[src/include/tsal_pkg.sv]
// Purpose: shared constants for the thermal status and alarm logic
// Assumes: 10 MHz core clock, five channels (local plus four remote)
// Notes: register offsets are byte addresses of the serial register space
package tsal_pkg;
	localparam int CORE_CLK_HZ = 10_000_000;
	// Register offsets
	localparam logic [7:0] ADDR_PRI_HIGH = 8'h0c;
	localparam logic [7:0] ADDR_PRI_LOW = 8'h0d;
	localparam logic [7:0] ADDR_CONTROL_ONE = 8'h0f;
	localparam logic [7:0] ADDR_SEC_HIGH = 8'h42;
	localparam logic [7:0] ADDR_SEC_LOW = 8'h43;
	localparam logic [7:0] ADDR_SENSOR_FAULT = 8'h44;
	// Control register fields
	localparam int CTL_STOP_BIT = 7;
	localparam int CTL_SOFT_RESET_BIT = 6;
	localparam int CTL_TIMEOUT_BIT = 5;
	localparam int CTL_MODE_BIT = 4;
	localparam int CTL_QUEUE_HI_BIT = 3;
	localparam int CTL_QUEUE_LO_BIT = 2;
	localparam int CTL_EXT_RANGE_BIT = 1;
	localparam int CTL_ONE_SHOT_BIT = 0;
	localparam logic [7:0] CTL_RESET_VALUE = 8'h10;
	localparam logic [7:0] FLAGS_RESET_VALUE = 8'h00;
	// Fault queue depths for codes 00, 01, 10, 11
	localparam logic [2:0] QUEUE_DEPTH_0 = 3'h1;
	localparam logic [2:0] QUEUE_DEPTH_1 = 3'h2;
	localparam logic [2:0] QUEUE_DEPTH_2 = 3'h4;
	localparam logic [2:0] QUEUE_DEPTH_3 = 3'h6;
	// Diode fault check window and serial clock timeout
	localparam int FAULT_CHECK_MS = 3;
	localparam int TIMEOUT_MS = 35;
	localparam int FAULT_CHECK_CYCLES = FAULT_CHECK_MS * (CORE_CLK_HZ / 1000);
	localparam int TIMEOUT_CYCLES = TIMEOUT_MS * (CORE_CLK_HZ / 1000);
	localparam logic [15:0] FAULT_TEMP_VALUE = 16'h0000;
endpackage

[src/rtl/tsal_top.sv]
// Purpose: thermal status flags, alarm outputs, diode fault sequencing
// Assumes: limits, masks, temperature compare results come from outside
// Notes: the serial engine presents byte reads and writes on a strobe port
// Functional notes
// - Primary high flag per channel set when temperature above its limit.
// - Primary low flag per channel set when below shared low limit.
// - Secondary high flag per channel set when above secondary limit.
// - Secondary low flag per channel set when below secondary low limit.
// - Status flags clear on read, set again after next conversion.
// - Comparator mode alarms ignore reads, follow current compare and mask.
// - Interrupt mode alarms follow unmasked status flags.
// - Interrupt alarm clears on status read or alert response, may reassert.
// - Diode fault sets channel fault flag and forces result to zero.
// - Faulted channel raises no alarm and no limit event.
// - First 3 ms of each channel slot is diode fault detection.
// - Detected diode fault abandons channel, moves to next channel.
// - Diode fault flags clear on read, set again while fault persists.
// - Fault register uses bits 4..1; bits 0 and 7..5 reserved.
// - Stop bit finishes current sequence then standby; zero converts always.
// - Standby halts converter, serial interface stays working.
// - Soft reset bit restores power-on values then clears itself.
// - With timeout enabled, stalled serial clock 35 ms resets interface.
// - Control bit 4 picks primary alarm mode: 0 interrupt, 1 comparator, resets 1; secondary mode comes from sec_mode_sel.
// - Bits 3..2 set consecutive primary faults needed for alarm and flags.
// - Queue code 00 one, 01 two, 10 four, 11 six.
// - Control bit 1 selects extended temperature range format.
// - One-shot bit converts all enabled channels, only while stopped.
// - One-shot bit clears itself when the single cycle completes.
`timescale 1ns/1ps
module tsal_top
	import tsal_pkg::*;
#(
	parameter int NUM_CH = 5,
	parameter int CHECK_CYCLES = FAULT_CHECK_CYCLES,
	parameter int MEASURE_CYCLES = 1000,
	parameter int TIMEOUT_LIMIT = TIMEOUT_CYCLES
)
(
	// Clock and reset
	input wire logic core_clk,
	input wire logic rst,
	// Register access from the serial engine
	input wire logic reg_wr,
	input wire logic reg_rd,
	input wire logic [7:0] reg_addr,
	input wire logic [7:0] reg_wdata,
	output logic [7:0] reg_rdata,
	input wire logic alert_resp_ack,
	// Serial clock activity for the timeout
	input wire logic bus_start,
	input wire logic bus_clk_edge,
	output logic bus_timeout_reset,
	// Analogue front end results
	input wire logic [NUM_CH-1:0] chan_enable,
	input wire logic diode_fault_det,
	input wire logic [15:0] adc_result,
	input wire logic over_pri_limit,
	input wire logic under_pri_limit,
	input wire logic over_sec_limit,
	input wire logic under_sec_limit,
	input wire logic [NUM_CH-1:0] sec_cmp_fault,
	input wire logic [NUM_CH-1:0] pri_mask,
	input wire logic [NUM_CH-1:0] sec_mask,
	input wire logic sec_mode_sel,
	// Converter control and results
	output logic adc_active,
	output logic [2:0] adc_channel,
	output logic adc_measuring,
	output logic result_valid,
	output logic [15:0] result_data,
	output logic extended_range,
	// Alarm pins, open drain
	output logic primary_alarm_n,
	output logic primary_alarm_oe,
	output logic secondary_alarm_n,
	output logic secondary_alarm_oe
);
	typedef enum logic [1:0] {TSAL_IDLE, TSAL_CHECK, TSAL_MEASURE} tsal_state_t;
	tsal_state_t state_reg, state_next;
	logic [7:0] ctl_reg, ctl_next;
	logic [NUM_CH-1:0] ph_reg, pl_reg, sh_reg, sl_reg;
	logic [NUM_CH-1:0] ph_next, pl_next, sh_next, sl_next;
	logic [NUM_CH-1:0] fault_reg, fault_next;
	logic [NUM_CH-1:0] chfault_reg, chfault_next;
	logic [NUM_CH-1:0] cmp_pri_reg, cmp_pri_next;
	logic [2:0] queue_reg [NUM_CH];
	logic [2:0] ch_reg, ch_next;
	logic [31:0] cnt_reg, cnt_next;
	logic [31:0] tout_reg, tout_next;
	logic tout_arm_reg, tout_arm_next;
	logic int_pri_reg, int_pri_next, int_sec_reg, int_sec_next;
	logic oneshot_run_reg;
	logic valid_reg;
	logic [15:0] data_reg;
	// Register decode
	wire rd_ph = reg_rd && reg_addr == ADDR_PRI_HIGH;
	wire rd_pl = reg_rd && reg_addr == ADDR_PRI_LOW;
	wire rd_sh = reg_rd && reg_addr == ADDR_SEC_HIGH;
	wire rd_sl = reg_rd && reg_addr == ADDR_SEC_LOW;
	wire rd_fault = reg_rd && reg_addr == ADDR_SENSOR_FAULT;
	wire wr_ctl = reg_wr && reg_addr == ADDR_CONTROL_ONE;
	wire stop_bit = ctl_reg[CTL_STOP_BIT];
	wire oneshot_bit = ctl_reg[CTL_ONE_SHOT_BIT];
	wire comp_mode = ctl_reg[CTL_MODE_BIT];
	wire [1:0] queue_code = ctl_reg[CTL_QUEUE_HI_BIT:CTL_QUEUE_LO_BIT];
	wire soft_reset = ctl_reg[CTL_SOFT_RESET_BIT];
	wire rst_all = rst || soft_reset;
	wire [2:0] queue_depth = queue_code == 2'h0 ? QUEUE_DEPTH_0 :
		queue_code == 2'h1 ? QUEUE_DEPTH_1 :
		queue_code == 2'h2 ? QUEUE_DEPTH_2 : QUEUE_DEPTH_3;
	// Sequencer events
	wire last_ch = ch_reg == 3'(NUM_CH - 1);
	wire check_done = state_reg == TSAL_CHECK &&
		cnt_reg == 32'(CHECK_CYCLES - 1);
	wire meas_done = state_reg == TSAL_MEASURE &&
		cnt_reg == 32'(MEASURE_CYCLES - 1);
	// fault abandons the slot at once
	wire abandon = state_reg == TSAL_CHECK && diode_fault_det && ch_reg != 3'h0;
	wire slot_end = meas_done || abandon || (state_reg != TSAL_IDLE &&
		!chan_enable[ch_reg]);
	wire seq_end = slot_end && last_ch;
	// start when running, or one-shot while stopped
	wire may_start = !stop_bit || oneshot_bit;
	wire [NUM_CH-1:0] ch_hot = NUM_CH'(1) << ch_reg;
	wire pri_fault_now = over_pri_limit || under_pri_limit;
	wire [2:0] q_now = queue_reg[ch_reg];
	wire q_met = pri_fault_now && (q_now + 3'h1 >= queue_depth);
	// Conversion sequencer, channel slots in order
	always_comb
	begin
		state_next = state_reg;
		ch_next = ch_reg;
		cnt_next = cnt_reg + 32'h1;
		case (state_reg)
			TSAL_IDLE:
			begin
				cnt_next = 32'h0;
				ch_next = 3'h0;
				if (may_start)
					state_next = TSAL_CHECK;
			end
			TSAL_CHECK:
			begin
				if (check_done)
				begin
					state_next = TSAL_MEASURE;
					cnt_next = 32'h0;
				end
			end
			default:
				cnt_next = cnt_reg + 32'h1;
		endcase
		if (slot_end)
		begin
			cnt_next = 32'h0;
			ch_next = last_ch ? 3'h0 : ch_reg + 3'h1;
			state_next = (last_ch && (stop_bit || oneshot_run_reg)) ?
				TSAL_IDLE : TSAL_CHECK;
		end
	end
	// Control register next value
	always_comb
	begin
		ctl_next = ctl_reg;
		if (wr_ctl)
			ctl_next = reg_wdata;
		// one-shot ends when its sequence completes
		if (seq_end && oneshot_run_reg)
			ctl_next[CTL_ONE_SHOT_BIT] = 1'b0;
		if (!ctl_next[CTL_STOP_BIT])
			ctl_next[CTL_ONE_SHOT_BIT] = 1'b0;
	end
	// Flag updates; set beats a same-cycle read clear
	always_comb
	begin
		ph_next = ph_reg;
		pl_next = pl_reg;
		sh_next = sh_reg;
		sl_next = sl_reg;
		fault_next = fault_reg;
		chfault_next = chfault_reg;
		cmp_pri_next = cmp_pri_reg;
		if (rd_ph)
			ph_next = '0;
		if (rd_pl)
			pl_next = '0;
		if (rd_sh)
			sh_next = '0;
		if (rd_sl)
			sl_next = '0;
		if (rd_fault)
			fault_next = '0;
		if (abandon)
		begin
			fault_next = fault_next | ch_hot;
			chfault_next = chfault_reg | ch_hot;
		end
		// only healthy completed slots raise events
		if (meas_done)
		begin
			chfault_next = chfault_reg & ~ch_hot;
			// primary flags after the queue fills
			if (q_met && over_pri_limit)
				ph_next = ph_next | ch_hot;
			if (q_met && under_pri_limit)
				pl_next = pl_next | ch_hot;
			cmp_pri_next = q_met ? (cmp_pri_reg | ch_hot) :
				(pri_fault_now ? cmp_pri_reg : cmp_pri_reg & ~ch_hot);
			if (over_sec_limit)
				sh_next = sh_next | ch_hot;
			if (under_sec_limit)
				sl_next = sl_next | ch_hot;
		end
		if (abandon)
			cmp_pri_next = cmp_pri_reg & ~ch_hot;
		// keep the reserved fault bit clear
		fault_next[0] = 1'b0;
	end
	// interrupt latches, cleared by read or alert response
	// Every unmasked flag set raises it, so a lasting fault reasserts
	wire pri_any = meas_done && q_met && |(ch_hot & ~pri_mask);
	wire sec_any = meas_done && (over_sec_limit || under_sec_limit) &&
		|(ch_hot & ~sec_mask);
	wire pri_clr = rd_ph || rd_pl || alert_resp_ack;
	wire sec_clr = rd_sh || rd_sl || alert_resp_ack;
	assign int_pri_next = pri_any ? 1'b1 : (pri_clr ? 1'b0 : int_pri_reg);
	assign int_sec_next = sec_any ? 1'b1 : (sec_clr ? 1'b0 : int_sec_reg);
	always_comb
	begin
		tout_arm_next = tout_arm_reg;
		tout_next = tout_arm_reg ? tout_reg + 32'h1 : 32'h0;
		if (bus_start)
			tout_arm_next = 1'b1;
		if (bus_start || bus_clk_edge)
			tout_next = 32'h0;
		if (!ctl_reg[CTL_TIMEOUT_BIT] || bus_timeout_reset)
		begin
			tout_arm_next = 1'b0;
			tout_next = 32'h0;
		end
	end
	assign bus_timeout_reset = tout_arm_reg &&
		tout_reg >= 32'(TIMEOUT_LIMIT - 1);
	// comparator alarms from live compare state and masks
	wire [NUM_CH-1:0] sec_live = sec_cmp_fault & ~chfault_reg;
	wire pri_comp = |(cmp_pri_reg & ~chfault_reg & ~pri_mask);
	wire sec_comp = |(sec_live & ~sec_mask);
	wire pri_on = comp_mode ? pri_comp : int_pri_reg;
	wire sec_on = sec_mode_sel ? sec_comp : int_sec_reg;
	assign primary_alarm_n = 1'b0;
	assign secondary_alarm_n = 1'b0;
	assign primary_alarm_oe = pri_on;
	assign secondary_alarm_oe = sec_on;
	// Register read mux; reserved bits read as zero
	assign reg_rdata = reg_addr == ADDR_PRI_HIGH ? 8'(ph_reg) :
		reg_addr == ADDR_PRI_LOW ? 8'(pl_reg) :
		reg_addr == ADDR_SEC_HIGH ? 8'(sh_reg) :
		reg_addr == ADDR_SEC_LOW ? 8'(sl_reg) :
		reg_addr == ADDR_SENSOR_FAULT ? 8'(fault_reg) :
		reg_addr == ADDR_CONTROL_ONE ? ctl_reg : 8'h00;
	assign adc_active = state_reg != TSAL_IDLE;
	assign adc_channel = ch_reg;
	assign adc_measuring = state_reg == TSAL_MEASURE;
	assign result_valid = valid_reg;
	assign result_data = data_reg;
	// range selection drives the data formatter
	assign extended_range = ctl_reg[CTL_EXT_RANGE_BIT];
	// soft reset restores everything but the timeout, the bit clears with it
	always_ff @(posedge core_clk)
	begin
		if (rst_all)
		begin
			state_reg <= TSAL_IDLE;
			ctl_reg <= CTL_RESET_VALUE;
			ph_reg <= '0;
			pl_reg <= '0;
			sh_reg <= '0;
			sl_reg <= '0;
			fault_reg <= '0;
			chfault_reg <= '0;
			cmp_pri_reg <= '0;
			ch_reg <= 3'h0;
			cnt_reg <= 32'h0;
			int_pri_reg <= 1'b0;
			int_sec_reg <= 1'b0;
			oneshot_run_reg <= 1'b0;
		end
		else
		begin
			state_reg <= state_next;
			ctl_reg <= ctl_next;
			ph_reg <= ph_next;
			pl_reg <= pl_next;
			sh_reg <= sh_next;
			sl_reg <= sl_next;
			fault_reg <= fault_next;
			chfault_reg <= chfault_next;
			cmp_pri_reg <= cmp_pri_next;
			ch_reg <= ch_next;
			cnt_reg <= cnt_next;
			int_pri_reg <= int_pri_next;
			int_sec_reg <= int_sec_next;
			if (state_reg == TSAL_IDLE)
				oneshot_run_reg <= may_start && stop_bit;
		end
	end
	// Timeout runs on hardware reset only, serial side keeps working
	always_ff @(posedge core_clk)
	begin
		if (rst)
		begin
			tout_reg <= 32'h0;
			tout_arm_reg <= 1'b0;
		end
		else
		begin
			tout_reg <= tout_next;
			tout_arm_reg <= tout_arm_next;
		end
	end
	// result register, zero on diode fault
	always_ff @(posedge core_clk)
	begin
		if (rst_all)
		begin
			valid_reg <= 1'b0;
			data_reg <= FAULT_TEMP_VALUE;
		end
		else
		begin
			valid_reg <= meas_done || abandon;
			if (abandon)
				data_reg <= FAULT_TEMP_VALUE;
			else if (meas_done)
				data_reg <= adc_result;
		end
	end
	genvar gi;
	generate
		for (gi = 0; gi < NUM_CH; gi++)
		begin : g_queue
			always_ff @(posedge core_clk)
			begin
				if (rst_all || (abandon && ch_reg == 3'(gi)))
					queue_reg[gi] <= 3'h0;
				else if (meas_done && ch_reg == 3'(gi))
					queue_reg[gi] <= !pri_fault_now ? 3'h0 :
						(q_met ? q_now : q_now + 3'h1);
			end
		end
	endgenerate
	// Assertions
	// faulted slot stores zero
	a_fault_zero: assert property (@(posedge core_clk) disable iff (rst_all)
		abandon |=> data_reg == FAULT_TEMP_VALUE && valid_reg)
		else $error("fault result not zero");
	a_fault_rsvd: assert property (@(posedge core_clk) disable iff (rst)
		fault_reg[0] == 1'b0)
		else $error("reserved fault bit set");
	// read clears a flag when no new set
	a_read_clear: assert property (@(posedge core_clk) disable iff (rst_all)
		rd_ph && !meas_done |=> ph_reg == '0)
		else $error("status not cleared by read");
	a_oneshot_stop: assert property (@(posedge core_clk) disable iff (rst)
		oneshot_bit |-> stop_bit)
		else $error("one-shot without stop");
	a_int_ack: assert property (@(posedge core_clk) disable iff (rst_all)
		alert_resp_ack && !pri_any && !comp_mode |=> !primary_alarm_oe)
		else $error("alarm not cleared by alert response");
	// abandon moves to the next channel
	a_abandon_next: assert property (@(posedge core_clk) disable iff (rst_all)
		abandon && !last_ch |=> ch_reg == $past(ch_reg) + 3'h1)
		else $error("abandon did not advance");
	// stopped sequencer idles after the last slot
	a_stop_idle: assert property (@(posedge core_clk) disable iff (rst_all)
		seq_end && stop_bit && !wr_ctl |=> state_reg == TSAL_IDLE)
		else $error("no standby after sequence");
	a_tout_pulse: assert property (@(posedge core_clk) disable iff (rst)
		bus_timeout_reset |=> !bus_timeout_reset)
		else $error("timeout held");
endmodule

[config.mk]
export PLATFORM = sky130hd
export DESIGN_NAME = tsal_top
export DESIGN_NICKNAME = d
export VERILOG_FILES = /design/src/include/tsal_pkg.sv /design/src/rtl/tsal_top.sv
export SDC_FILE = /design/constraint.sdc
export NUM_CORES = 1
export LEC_CHECK = 0
export BUFFER_PORTS_ARGS = -buffer_cell sky130_fd_sc_hd__buf_2
export CORE_ASPECT_RATIO = 2
export CORE_MARGIN = 2
export CORE_UTILIZATION = 45
export CTS_BUF_LIST = sky130_fd_sc_hd__clkbuf_4 sky130_fd_sc_hd__clkbuf_8 sky130_fd_sc_hd__clkbuf_16
export DETAILED_ROUTE_END_ITERATION = 8
export PLACE_DENSITY = 0.68
export SLEW_MARGIN = 10
export SYNTH_ARGS = -nofsm -noshare
export SYNTH_HDL_FRONTEND = slang
export SYNTH_SLANG_ARGS = --single-unit
[constraint.sdc]
create_clock -name core_clk -period 3.2 [get_ports core_clk]
set_input_delay 0.32 -clock core_clk [delete_from_list [all_inputs] [get_ports core_clk]]
set_output_delay 0.32 -clock core_clk [all_outputs]
set_load 0.01 [all_outputs]
; After elaboration in Yosys (flattened, before gate mapping)
; Memory sizes are Yosys's and may differ from the RTL's. A register that Yosys moved wholly into a read port is not among the register bits.
; Cells that the tools add are included.
[word_totals]
reg_bits = 133
ramBits = 15
out_inout_bits = 36
elab_cells = 232
memories = 1
[mem_list]
columns = name, depth, word_bits, rd, rd_ports_with_merged_regs, write_ports, line_no
row1 = queue_reg, 5, 3, 1, 1, 5, tsal_top.sv:86  ; logic [2:0] queue_reg [NUM_CH];
[op_classes]
addsub = 4
order_cmp = 3
eq_ne = 19
shift = 1
muxes = 82
n_bitwise = 26
n_reduce_logical = 75
[ops]
columns = operator, count
row1 = $mux 5, 20
row2 = $add 32x1->32 const B, 2
row3 = $pmux 32 s2, 1
row4 = $mux 8, 7
row5 = $mux 3, 14
row6 = $and 5x5->5, 8
row7 = $or 5x5->5, 7
row8 = $logic_and 1x1->1, 33
row9 = $mux 1, 33
row10 = $eq 32x10->1 const B, 1
row11 = $eq 32x15->1 const B, 1
row12 = $ge 32x19->1 const B, 1
row13 = $mux 32, 1
row14 = $eq 8x4->1 const B, 3
row15 = $eq 8x7->1 const B, 3
row16 = $not 5->5, 4
row17 = $reduce_or 5->1, 4
row18 = $logic_or 1x1->1, 18
row19 = $reduce_bool 2->1, 5
row20 = $mux 2, 4
row21 = $add 3x1->3 const B, 2
row22 = $eq 3x2->1 const B, 2
row23 = $ne 3x3->1 const B, 2
row24 = $reduce_bool 3->1, 2
row25 = 20 further kinds, 32

; Longest topological paths before layout
; Gate-level depths: netlist of run 1.
[logic_depth]
word_depth = 9
mapped_depth = 10
mapped_depth_nobuf = 10

; Least setup slack after synthesis of run 1
; No wires, ideal clock.
[synth_path]
path_kind = reg2reg
from = register with a tool-made name
to = memory queue_reg[4][1] (data pin)
t_arrival_ns = 2.796
required_time_ns = 2.936
setup_slack_ns = 0.140
path_stages_with_launch = 11
synth_period_minus_slack_ns = 3.060
path_cell_list = dfxtp_1 mux4_2 mux2_2 ha_1 xnor2_1 ha_1 nand2_1 o21ai_1 mux2_2 nand2_1 nor3_1
[synth_lines]
columns = item, line_no
row1 = "end, declared", tsal_top.sv:86

==> results of run 1 <==
layout by cell type, fill, tap and decap left out, types with 7 or more instances in the layout:
cell and instances:
a21oi_1 49, a32oi_1 8, and2_1 8, and3_1 12
buf_2 98, buf_4 10, clkbuf_16 17, conb_1 15
dfxtp_1 134, edfxtp_1 15, ha_1 11, inv_1 18
nand2_1 98, nand2b_1 14, nand3_1 51, nand4_1 17
nor2_1 104, nor3_1 17, nor3_2 7, nor4_1 12
o21ai_0 11, xnor2_1 24, xor2_1 25
tightest hold or removal path, stage by stage:
cell	delay, ps
buf_2	100
nand2_1	40
a21oi_1	50
per-layer routing:
metal | vias up | share of wire
met5 | - | 0
met4 | 0 | 0.040
met3 | 49 | 0.030
met2 | 142 | 0.56
met1 | 2816 | 0.37
li1 | 2973 | -
logic make-up after synthesis:
logic type | count (synthesis) | synth area share
flip-flops | 150 | 0.453
other | 1 | 0.000539
multiplexers | 13 | 0.0266
AND/OR/NAND/NOR | 385 | 0.282
adder cells (fa/ha/maj) | 11 | 0.0198
XOR/XNOR | 49 | 0.0617
AO/OA/AOI/OAI | 124 | 0.119
buffers and inverters | 55 | 0.0374
per-stage QoR:
step / instance area, um2 / hold WS [ps] / setup WS [ps] / utilization / std cells
after floorplan: 7010 / 427 / 140 / - / 802
after global placement: 7630 / 435 / 120 / 0.501 / 1071
after detailed placement: 7630 / 443 / 76.6 / 0.501 / 1071
after CTS: 8190 / 126 / 51.4 / 0.538 / 1103
after global routing: 8200 / 139 / 56.1 / 0.539 / 1103
final: 8200 / 138 / 178 / 0.539 / 1103
worst max path at each step:
stage	depth (start not counted)	startpoint	endpoint
floorplan	10	register	queue_reg[4][1]
global placement	10	register	queue_reg[4][1]
detailed placement	10	register	queue_reg[2][1]
CTS	10	register	queue_reg[0][1]
global route	10	register	queue_reg[4][0]
finish	10	register	queue_reg[2][1]
layout make-up:
| cell class | instances | area [um2] |
|---|---|---|
| fillers | 1489 | 7020 |
| clock inverters | 12 | 105 |
| clock buffers | 20 | 454 |
| multi-input cells | 597 | 3600 |
| well taps | 198 | 248 |
| inverters | 18 | 67.6 |
| flip-flops and latches | 150 | 3150 |
| repair buffers | 108 | 566 |
report_power, final:
part / internal (mW) / switching, mW
logic: 0.151 / 0.256
clock network: 1.10 / 0.788
registers: 1.93 / 0.0229
==> results.md, run 1 <==
Finish:
- The area growth from synthesis to layout is 17.8%.
- The share of cells above drive strength 1 is 0.200.
- The number of nets at the end of the flow is 968.
- 0 antenna diodes ended up in the layout.

Hold path:
- The origin of the worst min-delay path is adc_result[2].
- The count of cells along the worst hold path is 3.
- The endpoint of the worst hold path is result_data[2].
- The worst min-delay path class is in2reg.

Logic synthesis:
- The synthesized cell area is 0.00696 mm2.
- Yosys mapped a number of flops with a built-in enable equal to 15.
- The dominant register cell in the synthesized netlist is dfxtp_1.
- The share of synthesized area in the top cell type comes to 0.389.
- The Yosys step of the flow raised 0 warnings.
- The number of synthesized register bits is 150.
- After synthesis, the cell types taking the most area are dfxtp_1, edfxtp_1, nor2_1.
- The count of unique library cells instantiated by Yosys is 69.
- Of all cell types, the one taking the most synthesized area is dfxtp_1.
- Counting every instance in the synthesized netlist gives 788.
- dfxtp_1 is the most common cell in the netlist.
- A synthesized cell averages 8.83 um2.
- After synthesis, the most frequently instantiated cells are dfxtp_1, nor2_1, nand2_1.
- Counting flops with an async set or reset pin after synthesis yields a share of 0.
- The share of synthesized area occupied by flip-flops and latches is 0.453.

Clocking:
- The root buffer cell chosen for the clock tree is clkbuf_16.
- Once the clock tree was built, the setup fixing pass inserted 0 buffers.
- The quantity of gates resized following cts is 0.
- The total CTS buffers is 17.
- The clock tree from TritonCTS is built.
- The total clock sinks is 150.
- The clock latency at the later pin of the worst-skew pair is 420 ps.
- CTS built an H-tree with a depth of 4.
- In this run, post-CTS hold repair placed 0 buffers.
- Clock-pin slew was measured on the worst setup and hold paths at 60 ps.
- In this run the deepest clock path goes through 2 buffers.

Route:
- The initial detailed-routing violation count is 303.
- The number of detailed-routing iterations run before antenna repair is 5.
- Dividing the detail-routed via count by the number of cells gives 5.42.
- The via total after detailed routing is 5980.
- In the final routed layout, each cell accounts on average for 16.1 um.
- The final routed DRC violation total is 0.
- Once detail routing completed, the nets flagged for antenna violations numbered 0.
- Summed over all layers, the routed wires come to 17800 um.

GRT:
- The via count of the first global-routing pass came to 6048.
- The global router's overall resource usage is 0.218.
- For this run, global-route usage on met2 was measured as 0.411.
- The most utilized layer in the global route result is met2.
- In the global route stage, met3 resource usage came out at 0.0356.
- The initial antenna violation count was 0.
- The first-pass GRT wire length is 28700 um.
- For met1 alone, demand over resource in global routing was 0.217.
- Summed over all layers, the global routing overflow is 0.
- The maximum number of pins on one net before global-route repair is 44.

STA:
- Based on the critical path, the design can be clocked at up to 331 MHz.
- In the final timing run, aggregate negative setup slack is 0 ps.
- The headroom to the max-slew limit is 0.378.
- Counting I/O delays and the setup requirement, the final critical path takes 3020 ps.
- For the pin with the worst max-slew slack, the measured transition is 926 ps.
- The hold violation count in the final report was 0.
- Setup violations remaining at the end of the flow were counted as 0.
- On the final layout, the worst clock skew is 9.85 ps.
- Setup repair after global routing left no endpoint under its margin.
- The number of pins exceeding their max-slew limit in the final report is 0.
- The final critical-path share of the clock period is 0.944.

Floorplan:
- The core outline area is 0.0152 mm2.
- The row count is 64.
- The width of the chip is 91.9 um.
- The die covers 0.0165 mm2.
- Pin placement for this block handled 101 I/O pins.
- The floorplan step set the die height to 180 um.
- The initial utilization of the core area, before any placement, comes to 0.457.

Place:
- Input and output buffers added on the ports amount to 98.
- The placed wire-length estimate after detailed placement is 13100 um.
- The placer's final routability congestion estimate is 0.877.

Critical path:
- The slack of the worst reg-to-reg path is 180 ps.
- The worst reg-to-reg path cell count is 10.
- The critical path buffer and inverter count is 0.
- The required time of the critical path is 3360 ps.
- The critical path class is reg2reg.
- Along the worst path, the maximum fanout reaches 5.
- STA classifies the critical path endpoint as a register.
- In this run the critical register-to-register path is captured at queue_reg[2][1].
- The largest single stage delay on the critical path is 500 ps.
- The worst endpoint data arrival time is 3180 ps.
- Walking the worst path, the cells encountered are mux4_2, mux2_2, ha_1, xnor2_1, ha_1, nand2_1, o21ai_2, mux2_2, nand2_1, nor3_1.
- The cell class contributing the biggest share of worst-path delay is multiplexers.
- The worst-path cell with the longest stage delay is mux4_2.
- The worst setup path is launched from a register.

Run:
- The number of maximum-capacitance violations is 0.

Pwr:
- The total power per unit cell area is 518 mW/mm2.
- The completed layout was analyzed and its total power is 4.25 mW.
- The leakage component of the power is 3.06 nW.
- The worst IR drop on VDD is 0.385 mV.

Status:
- The run finished with clean final reports.
No activity file was read; power rests on OpenSTA's default activity.
==> run 2: changes to the inputs <==
REMOVE_ABC_BUFFERS = 1   (was not set)
==> results.md, run 2 (synthesis results as in run 1) <==
Hold path:
- The origin of the worst min-delay path is reg_wdata[6] (was adc_result[2]).
- The worst min-delay path class is in2reg (unchanged).

Clocking:
- The maximum count of clock buffers along a single path came to 2 (unchanged).
- The number of post-CTS setup repair buffers is 0 (unchanged).
- The depth of the CTS H-tree is 4 (unchanged).
- The clock tree from TritonCTS is built (unchanged).
- The clock latency at the later pin of the worst-skew pair is 430 ps (was 420 ps).
- The total clock sinks is 150 (unchanged).
- The clock transition at the register clock pins on the worst setup and hold paths after CTS came to 60 ps (about the same).
- The total CTS buffers was 17 (unchanged).
- The cell at the root of the clock tree was clkbuf_16 (unchanged).

Status:
- Result of the run: finished clean (unchanged).

Route:
- The via total after detailed routing was 6104 (was 5980).
- The number of vias per cell after detailed routing is 5.53 (was 5.42).
- The total detailed-routing wirelength was 17900 um (was 17800 um).
- The count of antenna-violating nets left after detailed routing came to 0 (unchanged).
- The routed wire length per instance came to 16.2 um (was 16.1 um).
- The number of detailed-routing iterations run before antenna repair is 5 (unchanged).
- The final routed DRC violation total is 0 (unchanged).
- The initial detailed-routing violation count was 232 (was 303).

Floorplan:
- The die span in y is 180 um (unchanged).
- The core outline area is 0.0152 mm2 (unchanged).
- The width of the chip is 91.9 um (unchanged).
- The number of top-level pins is 101 (unchanged).
- The floorplan die area came to 0.0165 mm2 (unchanged).
- The row count is 64 (unchanged).
- The starting density of the core is 0.457 (unchanged).

Pwr:
- The share of power burned in registers is 0.434 (was 0.459).
- The share of total power consumed by net switching is 0.246 (was 0.251).
- The leakage component of the power is 3.10 nW (was 3.06 nW).
- The overall power of the completed layout is 4.50 mW (was 4.25 mW).
- The clock share of power is 0.469 (was 0.445).
- The combinational group share of total power came to 0.097 (was 0.096).
- The power spent charging and discharging nets is 1.11 mW (was 1.07 mW).
- The total power per unit cell area is 542 mW/mm2 (was 518 mW/mm2).
- The internal power is 3.39 mW (was 3.18 mW).
- The worst IR drop on VDD is 0.333 mV (was 0.385 mV).

STA:
- The number of pins exceeding their max-slew limit in the final report is 0 (unchanged).
- The final critical-path share of the clock period came to 0.951 (was 0.944).
- The achievable frequency is 329 MHz (was 331 MHz).
- The hold violation count in the final report was 0 (unchanged).
- The total negative setup slack is 0 ps (unchanged).
- The worst clock skew is 10.4 ps (was 9.85 ps).
- The setup violation total in the final timing report is 0 (unchanged).
- The slew at the pin closest to its max-slew limit is 875 ps (was 926 ps).
- The headroom to the max-slew limit came to 0.412 (was 0.378).
- Unrepaired setup endpoints after global routing: false (unchanged).
- The post-layout minimum cycle time is 3040 ps (was 3020 ps).

Place:
- The count of buffers from port buffering is 98 (unchanged).
- The placed wire-length estimate after detailed placement is 13200 um (was 13100 um).
- The placer's final routability congestion estimate is 0.840 (was 0.877).
- The instance count after placement with tap cells included is 1072 (was 1071).

GRT:
- The met2 demand-to-capacity share in global routing is 0.407 (was 0.411).
- The global routing usage on met3 is 0.0369 (was 0.0356).
- The global router's overall resource usage is 0.222 (was 0.218).
- The initial antenna violation count was 0 (unchanged).
- The maximum number of pins on one net before global-route repair is 44 (unchanged).
- The remaining global-route overflow is 0 (unchanged).
- The routing usage on met1 was 0.232 (was 0.217).
- The most utilized layer in the global route result is met2 (unchanged).
- The first-pass GRT wire length is 29200 um (was 28700 um).
- The via count of the first global-routing pass is 6060 (was 6048).

Finish:
- The share of cells above drive strength 1 is 0.201 (was 0.200).
- The most frequent standard cell in the layout excluding fill and tap cells is dfxtp_1 (unchanged).
- The area overhead of the layout relative to synthesis is 19.1% (was 17.8%).
- The number of nets at the end of the flow was 969 (was 968).
- The post-route non-filler standard cell count is 1104 (was 1103).
- Top library cells by usage in the layout, fill and taps aside: dfxtp_1, nor2_1, nand2_1, buf_2, nand3_1 (unchanged).
- The final antenna diode count is 0 (unchanged).
- The utilization after layout is 0.545 (was 0.539).

Critical path:
- The slack of the worst reg-to-reg path is 160 ps (was 180 ps).
- The top fanout value on the critical path is 9 (was 5).
- The worst endpoint data arrival time is 3300 ps (was 3180 ps).
- The kind of launch point of the worst setup path is a register (unchanged).
- The critical path class is reg2reg (unchanged).
- The kind of end point of the critical path is a register (unchanged).
- The required time of the critical path is 3460 ps (was 3360 ps).

Run:
- The number of maximum-capacitance violations came to 0 (unchanged).
run 2: cell count changes in the layout (fill, tap and decap cells not counted):
cell and change:
clkbuf_16 +1, clkinvlp_4 -1, clkinv_4 +2, clkbuf_8 -1, inv_6 +2, clkbuf_4 -1
buf_12 +1, bufinv_16 +2, inv_4 -1, clkinv_2 -3
run 2: worst paths after layout:
path / to / cells past startpoint
worst min register to register: result_data[10] / 2
worst max-delay path: queue_reg[1][0] / 11
worst max register to register: queue_reg[1][0] / 11
worst min-delay path: ctl_reg[6] / 3
run 2: what timing repair did:
item                                    in CTS  in global routing
endpoints found under the setup margin       0                 20
hold endpoints to repair                     0                  0
hold buffers                                 0                  0
resized for setup                            0                  3
run 2: area by class of cell:
cell class / count / area [um2]
Fill cell: 1532 / 6930
Multi-Input combinational cell: 597 / 3600
Sequential cell: 150 / 3150
Timing Repair Buffer: 109 / 586
Clock buffer: 19 / 458
Tap cell: 198 / 248
Clock inverter: 13 / 171
Inverter: 18 / 67.6
run 2: worst max-delay path, cell delays in order (launching register included):
cell and delay [ps]:
dfxtp_2 370, mux4_2 500, mux2_2 290, ha_1 220
xnor2_1 130, ha_1 340, a21oi_2 180, o21ai_2 110
buf_12 150, nand2b_1 140, o21a_1 230, nor3_1 200
run 2: power by group through the flow:
stage | Combinational [mW] | Sequential, mW | Clock [mW]
after floorplan | 0.233 | 1.99 | 0
after global placement | 0.417 | 1.99 | 0
after detailed placement | 0.423 | 1.99 | 0
after CTS | 0.426 | 1.95 | 2.15
after global routing | 0.472 | 1.95 | 2.23
final | 0.435 | 1.95 | 2.11
run 2: per-layer routing:
metal  routed length, um  up-vias  part of all wire
met5                   0        -                 0
met4                 865        0             0.048
met3                 795       59             0.044
met2                9670      186              0.54
met1                6580     2882              0.37
li1                    -     2977                 -
run 2: metrics by stage:
stage | area, um2 | setup slack, ps | hold WS, ps
global route | 8290 | 3.58 | 128
global placement | 7650 | 112 | 435
CTS | 8280 | 9.63 | 99.2
finish | 8290 | 158 | 113
floorplan | 6820 | 140 | 427
detailed placement | 7650 | 22.2 | 442
